--- src/design/lssl_pkg.sv ---
// Purpose: Shared constants and types for the load/store lane steering block
// Assumes: Lane 0 is the least significant byte lane of the data bus
// Notes: Size codes double as the log2 of the transfer width in bytes
package lssl_pkg;

    // Transfer and slave sizes, log2 of the byte count
    typedef enum logic [1:0] {
        LSSL_SZ_BYTE = 2'b00,
        LSSL_SZ_HALF = 2'b01,
        LSSL_SZ_WORD = 2'b10,
        LSSL_SZ_LONG = 2'b11
    } lssl_size_t;

    // Bus geometry
    localparam int LSSL_BYTE_W = 8;
    localparam int LSSL_DATA_W_NARROW = 32;
    localparam int LSSL_DATA_W_WIDE = 64;
    localparam int LSSL_DATA_W_DEF = 32;

    // Endian gating thresholds
    localparam int LSSL_MMU_BE_MIN = 1;
    localparam int LSSL_REORDER_BE_ON = 1;

    // Reset values of the output flops
    localparam logic LSSL_RST_LVL = 1'b0;
    localparam logic LSSL_RDY_RST = 1'b1;

endpackage : lssl_pkg

--- src/design/lssl_steer.sv ---
// Purpose: Steer store data onto byte lanes and align returning load data
// Assumes: Memory side runs on ref_clk_i; one load outstanding at a time
// Notes: Bit 0 of the architectural register is the MSB of the SV vector
`timescale 1ns/1ps
// How it works
// - Byte/half/word to word, byte/half to half slaves
// - Refuse transfers wider than slave, never split
// - Big endian only with MMU above one or reorder
// - BE byte load: offset picks lane, to 24:31
// - BE halfword load: pair lands in 16:31
// - Word load: select 1111, bytes in order
// - LE byte load: mirrored lane, to 24:31
// - LE halfword load: mirrored pair into 16:31
// - BE byte store: 24:31 onto offset lane
// - BE halfword store: 16:31 onto lane pair
// - Word store: select 1111, bytes in order
// - LE byte store: 24:31 onto mirrored lane
// - LE halfword store: 16:31 onto mirrored pair
// - 64-bit path adds long-wide slaves and longs
// - 64-bit BE byte load: 3 offset bits, 56:63
// - 64-bit BE halfword load into 48:63
// - 64-bit BE word load into 32:63
// - Long load: select all ones, bytes in order
// - 64-bit LE loads: mirrored lanes, right-aligned
// - 64-bit BE stores from low-order source bytes
// - Long store: select all ones, bytes in order
// - 64-bit LE stores: mirrored lanes, low bytes
module lssl_steer
    import lssl_pkg::*;
#(
    parameter int DATA_W = LSSL_DATA_W_DEF,
    parameter int MMU_CONFIG_LEVEL = 0,
    parameter int REORDER_OPT = 0
) (
    // Clock and reset
    input wire logic ref_clk_i,
    input wire logic srst_i,
    // Request from the load/store unit
    input wire logic req_valid_i,
    input wire logic req_store_i,
    input wire lssl_pkg::lssl_size_t req_size_i,
    input wire lssl_pkg::lssl_size_t slave_size_i,
    input wire logic [$clog2(DATA_W/8)-1:0] req_offset_i,
    input wire logic big_endian_i,
    input wire logic [DATA_W-1:0] store_data_i,
    output logic req_ready_o,
    output logic req_reject_o,
    output logic big_endian_act_o,
    // Memory side lanes
    output logic bus_req_o,
    output logic bus_store_o,
    output logic [DATA_W/8-1:0] lane_sel_o,
    output logic [DATA_W-1:0] bus_wdata_o,
    input wire logic rd_valid_i,
    input wire logic [DATA_W-1:0] rd_data_i,
    // Aligned load result
    output logic load_valid_o,
    output logic [DATA_W-1:0] load_data_o
);
    import lssl_pkg::*;

    localparam int LANES = DATA_W / LSSL_BYTE_W;
    localparam int SH_W = $clog2(LANES) + 1;

    generate
        if (DATA_W != LSSL_DATA_W_NARROW && DATA_W != LSSL_DATA_W_WIDE) begin : g_bad_width
            $error("lssl_steer: DATA_W must be 32 or 64");
        end
        if (MMU_CONFIG_LEVEL < 0) begin : g_bad_mmu
            $error("lssl_steer: MMU_CONFIG_LEVEL must not be negative");
        end
        if (REORDER_OPT != 0 && REORDER_OPT != 1) begin : g_bad_reorder
            $error("lssl_steer: REORDER_OPT must be 0 or 1");
        end
    endgenerate

    // One flag per low-end lane covered by a transfer; higher lanes stay zero
    function automatic logic [LANES-1:0] size_lanes(input lssl_size_t sz);
        logic [LANES-1:0] m;
        m = ~({LANES{1'b1}} << (1 << sz));
        return m;
    endfunction : size_lanes

    typedef enum logic [0:0] {
        LSSL_ST_IDLE = 1'b0,
        LSSL_ST_LOAD = 1'b1
    } lssl_state_t;

    lssl_state_t state_q, state_d;
    logic [SH_W-1:0] ld_shift_q;
    lssl_size_t ld_size_q;
    logic req_ready_q, req_reject_q, be_act_q;
    logic bus_req_q, bus_store_q;
    logic [LANES-1:0] lane_sel_q;
    logic [DATA_W-1:0] bus_wdata_q;
    logic load_valid_q;
    logic [DATA_W-1:0] load_data_q;

    // Big endian is an option only in some core configurations
    localparam logic BE_ALLOWED = (MMU_CONFIG_LEVEL > LSSL_MMU_BE_MIN) || (REORDER_OPT == LSSL_REORDER_BE_ON);
    wire be_eff = big_endian_i & BE_ALLOWED;

    wire [LANES-1:0] map_sel;
    wire [SH_W-1:0] map_shift;
    wire map_legal;

    lssl_lane_map #(
        .LANES(LANES)
    ) u_map (
        .size_i(req_size_i),
        .slave_size_i(slave_size_i),
        .offset_i(req_offset_i),
        .big_endian_i(be_eff),
        .lane_sel_o(map_sel),
        .shift_lanes_o(map_shift),
        .legal_o(map_legal)
    );

    // Accept only while no load is outstanding
    wire take = req_valid_i && (state_q == LSSL_ST_IDLE);
    wire issue = take && map_legal;
    wire refuse = take && !map_legal;
    wire st_issue = issue && req_store_i;
    // Read data is only meaningful while a load is outstanding
    wire ld_return = (state_q == LSSL_ST_LOAD) && rd_valid_i;

    wire [LANES-1:0] ld_keep = size_lanes(ld_size_q);
    wire [DATA_W-1:0] st_shifted;
    wire [DATA_W-1:0] ld_aligned;

    // Store: one mux per lane; the index wraps so an unselected lane never reads out of range
    for (genvar gi = 0; gi < LANES; gi++) begin : g_st_lane
        wire [SH_W-1:0] src_lane = SH_W'(gi) - map_shift;
        wire [SH_W-2:0] src_idx = src_lane[SH_W-2:0];
        assign st_shifted[gi*LSSL_BYTE_W +: LSSL_BYTE_W] =
            map_sel[gi] ? store_data_i[src_idx*LSSL_BYTE_W +: LSSL_BYTE_W] : '0;
    end

    // Load: selected lanes brought down to the low end, rest cleared
    for (genvar gj = 0; gj < LANES; gj++) begin : g_ld_lane
        wire [SH_W-1:0] src_lane = SH_W'(gj) + ld_shift_q;
        wire [SH_W-2:0] src_idx = src_lane[SH_W-2:0];
        assign ld_aligned[gj*LSSL_BYTE_W +: LSSL_BYTE_W] =
            ld_keep[gj] ? rd_data_i[src_idx*LSSL_BYTE_W +: LSSL_BYTE_W] : '0;
    end

    always_comb begin
        state_d = state_q;
        case (state_q)
            LSSL_ST_IDLE: begin
                if (issue && !req_store_i) begin
                    state_d = LSSL_ST_LOAD;
                end
            end
            LSSL_ST_LOAD: begin
                if (rd_valid_i) begin
                    state_d = LSSL_ST_IDLE;
                end
            end
            default: begin
                state_d = LSSL_ST_IDLE;
            end
        endcase
    end

    always_ff @(posedge ref_clk_i) begin
        if (srst_i) begin
            state_q <= LSSL_ST_IDLE;
            ld_shift_q <= '0;
            ld_size_q <= LSSL_SZ_BYTE;
        end else begin
            state_q <= state_d;
            if (issue && !req_store_i) begin
                ld_shift_q <= map_shift;
                ld_size_q <= req_size_i;
            end
        end
    end

    // Next values; every output is a flop so the bus sees clean edges
    wire req_ready_d = (state_d == LSSL_ST_IDLE);
    wire [LANES-1:0] lane_sel_d = issue ? map_sel : '0;
    wire [DATA_W-1:0] bus_wdata_d = st_issue ? st_shifted : '0;
    wire [DATA_W-1:0] load_data_d = ld_return ? ld_aligned : load_data_q;

    // Handshake flops
    always_ff @(posedge ref_clk_i) begin
        if (srst_i) begin
            req_ready_q <= LSSL_RDY_RST;
            req_reject_q <= LSSL_RST_LVL;
            be_act_q <= LSSL_RST_LVL;
        end else begin
            req_ready_q <= req_ready_d;
            req_reject_q <= refuse;
            be_act_q <= be_eff;
        end
    end

    // Bus strobe flops; a bus cycle lasts one clock here
    always_ff @(posedge ref_clk_i) begin
        if (srst_i) begin
            bus_req_q <= LSSL_RST_LVL;
            bus_store_q <= LSSL_RST_LVL;
        end else begin
            bus_req_q <= issue;
            bus_store_q <= st_issue;
        end
    end

    // Lane and write data flops; idle lanes read as zero
    always_ff @(posedge ref_clk_i) begin
        if (srst_i) begin
            lane_sel_q <= '0;
            bus_wdata_q <= '0;
        end else begin
            lane_sel_q <= lane_sel_d;
            bus_wdata_q <= bus_wdata_d;
        end
    end

    // Result flops; the data holds until the next load returns
    always_ff @(posedge ref_clk_i) begin
        if (srst_i) begin
            load_valid_q <= LSSL_RST_LVL;
            load_data_q <= '0;
        end else begin
            load_valid_q <= ld_return;
            load_data_q <= load_data_d;
        end
    end

    assign req_ready_o = req_ready_q;
    assign req_reject_o = req_reject_q;
    assign big_endian_act_o = be_act_q;
    assign bus_req_o = bus_req_q;
    assign bus_store_o = bus_store_q;
    assign lane_sel_o = lane_sel_q;
    assign bus_wdata_o = bus_wdata_q;
    assign load_valid_o = load_valid_q;
    assign load_data_o = load_data_q;

endmodule : lssl_steer

--- src/design/lssl_lane_map.sv ---
// Purpose: Decode size, offset, endian mode and slave width into lanes
// Assumes: Purely combinational, used once per request by the top
// Notes: Little endian is the big endian lane start mirrored in the word
`timescale 1ns/1ps
module lssl_lane_map #(
    parameter int LANES = 4
) (
    // Request attributes
    input wire lssl_pkg::lssl_size_t size_i,
    input wire lssl_pkg::lssl_size_t slave_size_i,
    input wire logic [$clog2(LANES)-1:0] offset_i,
    input wire logic big_endian_i,
    // Decoded lanes
    output logic [LANES-1:0] lane_sel_o,
    output logic [$clog2(LANES):0] shift_lanes_o,
    output logic legal_o
);
    import lssl_pkg::*;

    localparam int OFF_W = $clog2(LANES);
    localparam lssl_size_t MAX_SIZE = (LANES == 8) ? LSSL_SZ_LONG : LSSL_SZ_WORD;

    wire [OFF_W:0] nbytes = (OFF_W + 1)'(1) << size_i;
    wire [OFF_W:0] off_ext = {1'b0, offset_i};
    wire [OFF_W:0] lanes_c = (OFF_W + 1)'(LANES);
    // Little endian counts lanes from the far end of the bus
    wire [OFF_W:0] start = big_endian_i ? off_ext : lanes_c - nbytes - off_ext;
    wire [OFF_W:0] shift = lanes_c - start - nbytes;
    wire aligned = (off_ext & (nbytes - (OFF_W + 1)'(1))) == '0;
    // Nothing wider than the slave or the bus; no splitting into smaller cycles
    wire fits = (size_i <= slave_size_i) && (size_i <= MAX_SIZE) && (slave_size_i <= MAX_SIZE);
    wire [LANES:0] ones = ((LANES + 1)'(1) << nbytes) - (LANES + 1)'(1);

    assign legal_o = fits && aligned;
    assign shift_lanes_o = legal_o ? shift : '0;
    assign lane_sel_o = legal_o ? (ones[LANES-1:0] << shift) : '0;

endmodule : lssl_lane_map

--- config.mk ---
export PLATFORM = sky130hd
export DESIGN_NAME = lssl_steer
export DESIGN_NICKNAME = d
export VERILOG_FILES = /design/src/design/lssl_pkg.sv /design/src/design/lssl_steer.sv /design/src/design/lssl_lane_map.sv
export SDC_FILE = /design/constraint.sdc
export NUM_CORES = 1
export LEC_CHECK = 0
export ABC_AREA = 1
export ABC_CLOCK_PERIOD_IN_PS = 1900
export BUFFER_PORTS_ARGS = -buffer_cell sky130_fd_sc_hd__buf_2
export CORE_MARGIN = 8
export CORE_UTILIZATION = 35
export DETAILED_ROUTE_END_ITERATION = 10
export GPL_TIMING_DRIVEN = 0
export SYNTH_ARGS = -nofsm -noshare
export SYNTH_HDL_FRONTEND = slang
export SYNTH_SLANG_ARGS = --single-unit
--- constraint.sdc ---
create_clock -name ref_clk_i -period 1.9 [get_ports ref_clk_i]
set_input_delay 0.19 -clock ref_clk_i [delete_from_list [all_inputs] [get_ports ref_clk_i]]
set_output_delay 0.19 -clock ref_clk_i [all_outputs]
set_load 0.03 [all_outputs]
**After elaboration in Yosys (flattened, before gate mapping)**

Cells that the tools add are included.
W data, S select, Z words.

- Reduce and logical (&&, ||, !) cells: 17
- $add $sub $neg: 13
- Magnitude comparators: 3
- Multiplexer cells: 9
- Bitwise operators: 10
- Shift operators: 13

Operators by type and width:

| operator | number |
|---|---|
| $shiftx A32 B6 Y8 | 8 |
| $mux W8 | 4 |
| $shl A1 B2 Y32 const A | 1 |
| $shl A4 B32 Y4 const A | 1 |
| $reduce_or A3 Y1 | 4 |
| $logic_and A1 B1 Y1 | 9 |
| $not A1 Y1 | 8 |
| $sub A3 B3 Y3 const A | 2 |
| $add A2 B2 Y2 const A | 2 |
| $le A2 B2 Y1 const B | 2 |
| $mux W4 | 1 |
| $not A4 Y4 | 1 |
| $shl A1 B3 Y4 const A | 1 |
| $shl A4 B3 Y4 | 1 |
| $sub A1 B2 Y2 const A | 2 |
| $sub A2 B2 Y2 const A | 2 |
| $sub A4 B2 Y4 const B | 1 |
| $and A2 B3 Y3 | 1 |
| $logic_not A3 Y1 | 1 |
| $shl A1 B2 Y3 const A | 1 |
| $sub A3 B1 Y3 const B | 1 |
| $sub A3 B2 Y3 | 1 |
| $sub A3 B3 Y3 | 1 |
| $add A1 B2 Y2 const A | 1 |
| 6 further kinds | 8 |

- Input bits: 76
- Bits in registers: 78
- Output and inout bits: 74
- Logic and storage cells: 79

**Depth between registers and ports, before layout**

- Depth after elaboration: 10
- Gate-level depth with buffers: 14
- Mapped depth without buffers: 14

**Cells and area by module**

From an unflattened synthesis, not the netlist that was laid out.

- Cells, all modules: 798
- Area, all modules: 4764.6 um^2

Modules (own cells, without submodules):

| module | sequential area each (um^2) | cells each | times used | area each (um^2) |
|---|---|---|---|---|
| lssl_steer | 1561.5 | 720 | 1 | 4294.1 |
| lssl_lane_map | 0.0 | 78 | 1 | 470.5 |

**Least setup slack after synthesis**

No wires, ideal clock.

- Kind: input to register
- Start: input port req_size_i[1]
- End: register bus_wdata_q[24], in the netlist bus_wdata_o[24]
- Cell stages on the path: 12
- Path slack: 94 ps
- Arrival: 1742 ps
- Path buffers: 0
- Path through: inv_1 -> ha_1 -> inv_2 -> ha_1 -> inv_1 -> nand2_1 -> nand2_1 -> o21ai_0 -> o21ai_1 -> nor3_4 -> nand2_1 -> nor2_1

- Longest elaborated chain between the ends: 9
- Elaborated cells between the ends (all ways): 25

RTL lines:

| item | RTL line | RTL |
|---|---|---|
| start: declaration | lssl_steer.sv:41 | `input wire lssl_pkg::lssl_size_t req_size_i,` |
| branches (longest 9 deep; another with $sub A3 B3 Y3) | -- |  |
| end signal: assignment | lssl_steer.sv:217 | `bus_wdata_q <= bus_wdata_d;` |
| end: declaration | lssl_steer.sv:95 | `logic [DATA_W-1:0] bus_wdata_q;` |

Several ways; the timed one is not identified.
A chain may end at the register's enable or synchronous reset.

**Final worst setup path**

- Start: input port req_size_i[1]
- End: register bus_wdata_q[19], in the netlist bus_wdata_o[19]

The elaborated chain is that of the path after synthesis.

==> impl_metrics.toml <==
[run_status]
outcome = "completed"

[die]
initial_core_util_pct = 35.6
die_w_um = 124
core-area_sq_um = 11400
die_h_um = 124
rows = 39
die_area_sq_um = 15300
ios = 150

[hold_path]
hold_depth = 3
hold_path_class = "primary input to flip-flop"

[timing]
fin_crit_ns = 1.75
drv_slew = 0
slew_headroom_pct = 48.9
fin_crit_sh_pct = 92.2
hold_violations = 0
setup_viol = 0
fmax_ghz = 0.571
worst_pin_slew_ns = 0.764
fin_ws_ns = 0.148
clock_skew_ns = 0.00846

[power]
p_per_area_nw_per_um2 = 717
p_int_mw = 2.73
total_power_mw = 3.79
comb_power_share_pct = 16.1
p_leak_nw = 2.67
net-switching-power_mw = 1.06
swShare_pct = 27.9
power_frac_seq_pct = 43.6
power.share.clock_pct = 40.3
peakVddDrop_v = 0.000362

[critical_path]
crit_buf_inv = 5
rr_worst_depth = 6
cpPeakStageDelay_ns = 0.31
cp_max_fo = 6
startpoint_type = "primary input"
crit_slowest_cell = "ha_1"
cp_top_family = "simple AND/OR/NAND/NOR gates"
crit_path_end_kind = "flip-flop"
crit_arrival_ns = 2.02
required_ns = 2.16
cp.depth = 15
cp_cell_sequence = "buf_2 > inv_1 > ha_4 > inv_2 > ha_1 > inv_1 > nand2_1 > nand2_2 > o21ai_0 > nand2_1 > nor2_1 > nand3_2 > inv_1 > nand2_1 > a21oi_1"
r2r_setup_slack_ns = 0.22
path_class = "primary input to flip-flop"

[route]
first_iter_violations = 262
ant_nets = 0
wl_per_cell_um = 15.4
via_per_inst = 4.90
drc = 0
drt-pass1-iter-count = 5
routed_wl_um = 13800
vias = 4409

[yosys]
synthTopCellsByArea = "dfxtp_1 (39%), nand2_1 (22%), mux2i_1 (5.4%)"
avgSynthCellArea_sq_um = 6.83
synth_area_sq_um = 4050
synth_cell_types = 31
yosysSeqAreaShare_pct = 38.5
synthCells = 593
synth_top_area_share_pct = 38.5
synth-seq-cells = 78
yosysWarnings = 0
yosys.area.top_type = "dfxtp_1"
synth_nets = 677

[global_route]
grt_pass1_vias = 4319
grt_start_max_net_pins = 13
antenna_found_initial = 0
gr-total-overflow = 0
grt_first_pass_wirelength_um = 21000
grt.total_usage_pct = 17.8

[clock_network]
cts_buffer_depth = 2
cts.clk_slew.worst_paths_ns = 0.06
cts.sinks = 78
cts.root.buffer_cell = "clkbuf_16"
cts_tree = "built"
cts_buffers = 9
insertion_delay_ns = 0.34
h-tree-depth = 3

[place]
pre_cts_ws_ns = -0.413
hpwl_um = 11200
place_area_sq_um = 4960
port-buffer-count = 146
place_congestion = 0.926

[layout]
area_growth_pct = 30.5
drive_above_1_share_pct = 27.1
layout.nets = 836
antenna_cells = 0
nFillCells = 1215
fin_area_sq_um = 5290

[job]
cap_violations = 0
==> worst paths after layout <==
kind                         start              end
setup / recovery     req_size_i[1]  bus_wdata_o[19]
hold / removal    store_data_i[12]   bus_wdata_o[4]
setup reg to reg     ld_shift_q[0]  load_data_o[24]
hold reg to reg    load_data_o[10]  load_data_o[10]
==> layout by cell type, fill, tap and decap left out, drive strengths merged <==
cell type,synthesis,final
nand2,241,241
mux2i,22,22
dfxtp,78,78
inv,38,38
o211ai,12,12
xnor2,1,1
a32o,1,1
o21ai,41,41
clkinvlp,0,2
clkbuf,11,22
nor2,62,62
conb,1,1
buf,17,165
nand3,36,36
nor3,2,2
ha,8,8
a21oi,15,15
nand4,2,2
clkinv,1,3
a31oi,4,4
==> power by group through the flow <==
stage / Clock [mW] / Combinational [mW] / Sequential [mW]
after floorplan: 0 / 0.365 / 1.71
after global placement: 0 / 0.587 / 1.69
after detailed placement: 0 / 0.593 / 1.69
after CTS: 1.56 / 0.597 / 1.65
after global routing: 1.62 / 0.677 / 1.65
final: 1.53 / 0.609 / 1.65
==> what timing repair did <==
action                                  in CTS  in global routing
buffers inserted                             2                  0
hold buffers                                 0                  0
endpoints found under the setup margin      13                 32
gates resized for setup                      1                  9
pin swaps                                    2                  0
==> tightest hold or removal path, cell delays in order <==
cell and delay, ns:
buf_2 0.11, nand2_1 0.08, a31oi_1 0.08
==> metrics by stage <==
stage	setup TNS (ns)	hold WS, ns	instances	utilization [%]
floorplan	0	0.372	593	-
global placement	-8.82	0.438	882	43.6
detailed placement	-10.11	0.445	882	43.6
CTS	0	0.165	899	46.2
global route	-0.0267	0.174	899	46.5
finish	0	0.174	899	46.5
==> cell families (layout without fill, tap and decap cells) <==
logic type,count (synthesis),after routing,synth area share (%)
and+or+nand+nor,343,343,35.4
DFF,78,78,38.5
AOI/OAI and AO/OA,73,73,10.0
buffers and inverters,67,230,7.41
muxes,22,22,5.44
adders and majority gates,8,8,2.47
other,1,1,0.0926
xor gates and xnor gates,1,1,0.680
==> registers in the layout, summed over array words and instances, names as in the netlist <==
| register | cells |
|---|---|
| req_ready_o | 1 |
| ld_size_q | 2 |
| bus_req_o | 1 |
| ld_shift_q | 2 |
| state_q | 1 |
| load_valid_o | 1 |
| load_data_o | 32 |
| req_reject_o | 1 |
| lane_sel_o | 4 |
| bus_wdata_o | 32 |
| bus_store_o | 1 |
==> layout make-up <==
type	instances	area (sq um)	share of cell area, %
timing repair buffer	148	758	14.3
buffer	28	151	2.86
clock inverter	4	25.0	0.473
inverter	39	149	2.82
clock buffer	11	233	4.40
tap	143	179	3.38
multi-input combinational	448	2230	42.2
sequential	78	1560	29.5
==> per-layer routing <==
metal  global-route usage (%)  part of all wire (%)  vias up
li1                         -                     -     2201
met1                     20.4                    42     2010
met2                     30.8                    48      179
met3                     5.71                   8.8       19
met4                     5.79                   1.5        0
met5                        0                     0        -
==> synth_stat cells (all sizes together) <==
cell and n:
nand4 2, xnor2 1, a21oi 15, dfxtp 78, a32o 1, inv 38, clkbuf 11, nor2 62
clkinv 1, buf 17, o21ai 41, conb 1, nand3 36, a31oi 4, mux2i 22, nor3 2
ha 8, o211ai 12, nand2 241
Power figures use the tool's default switching activity.
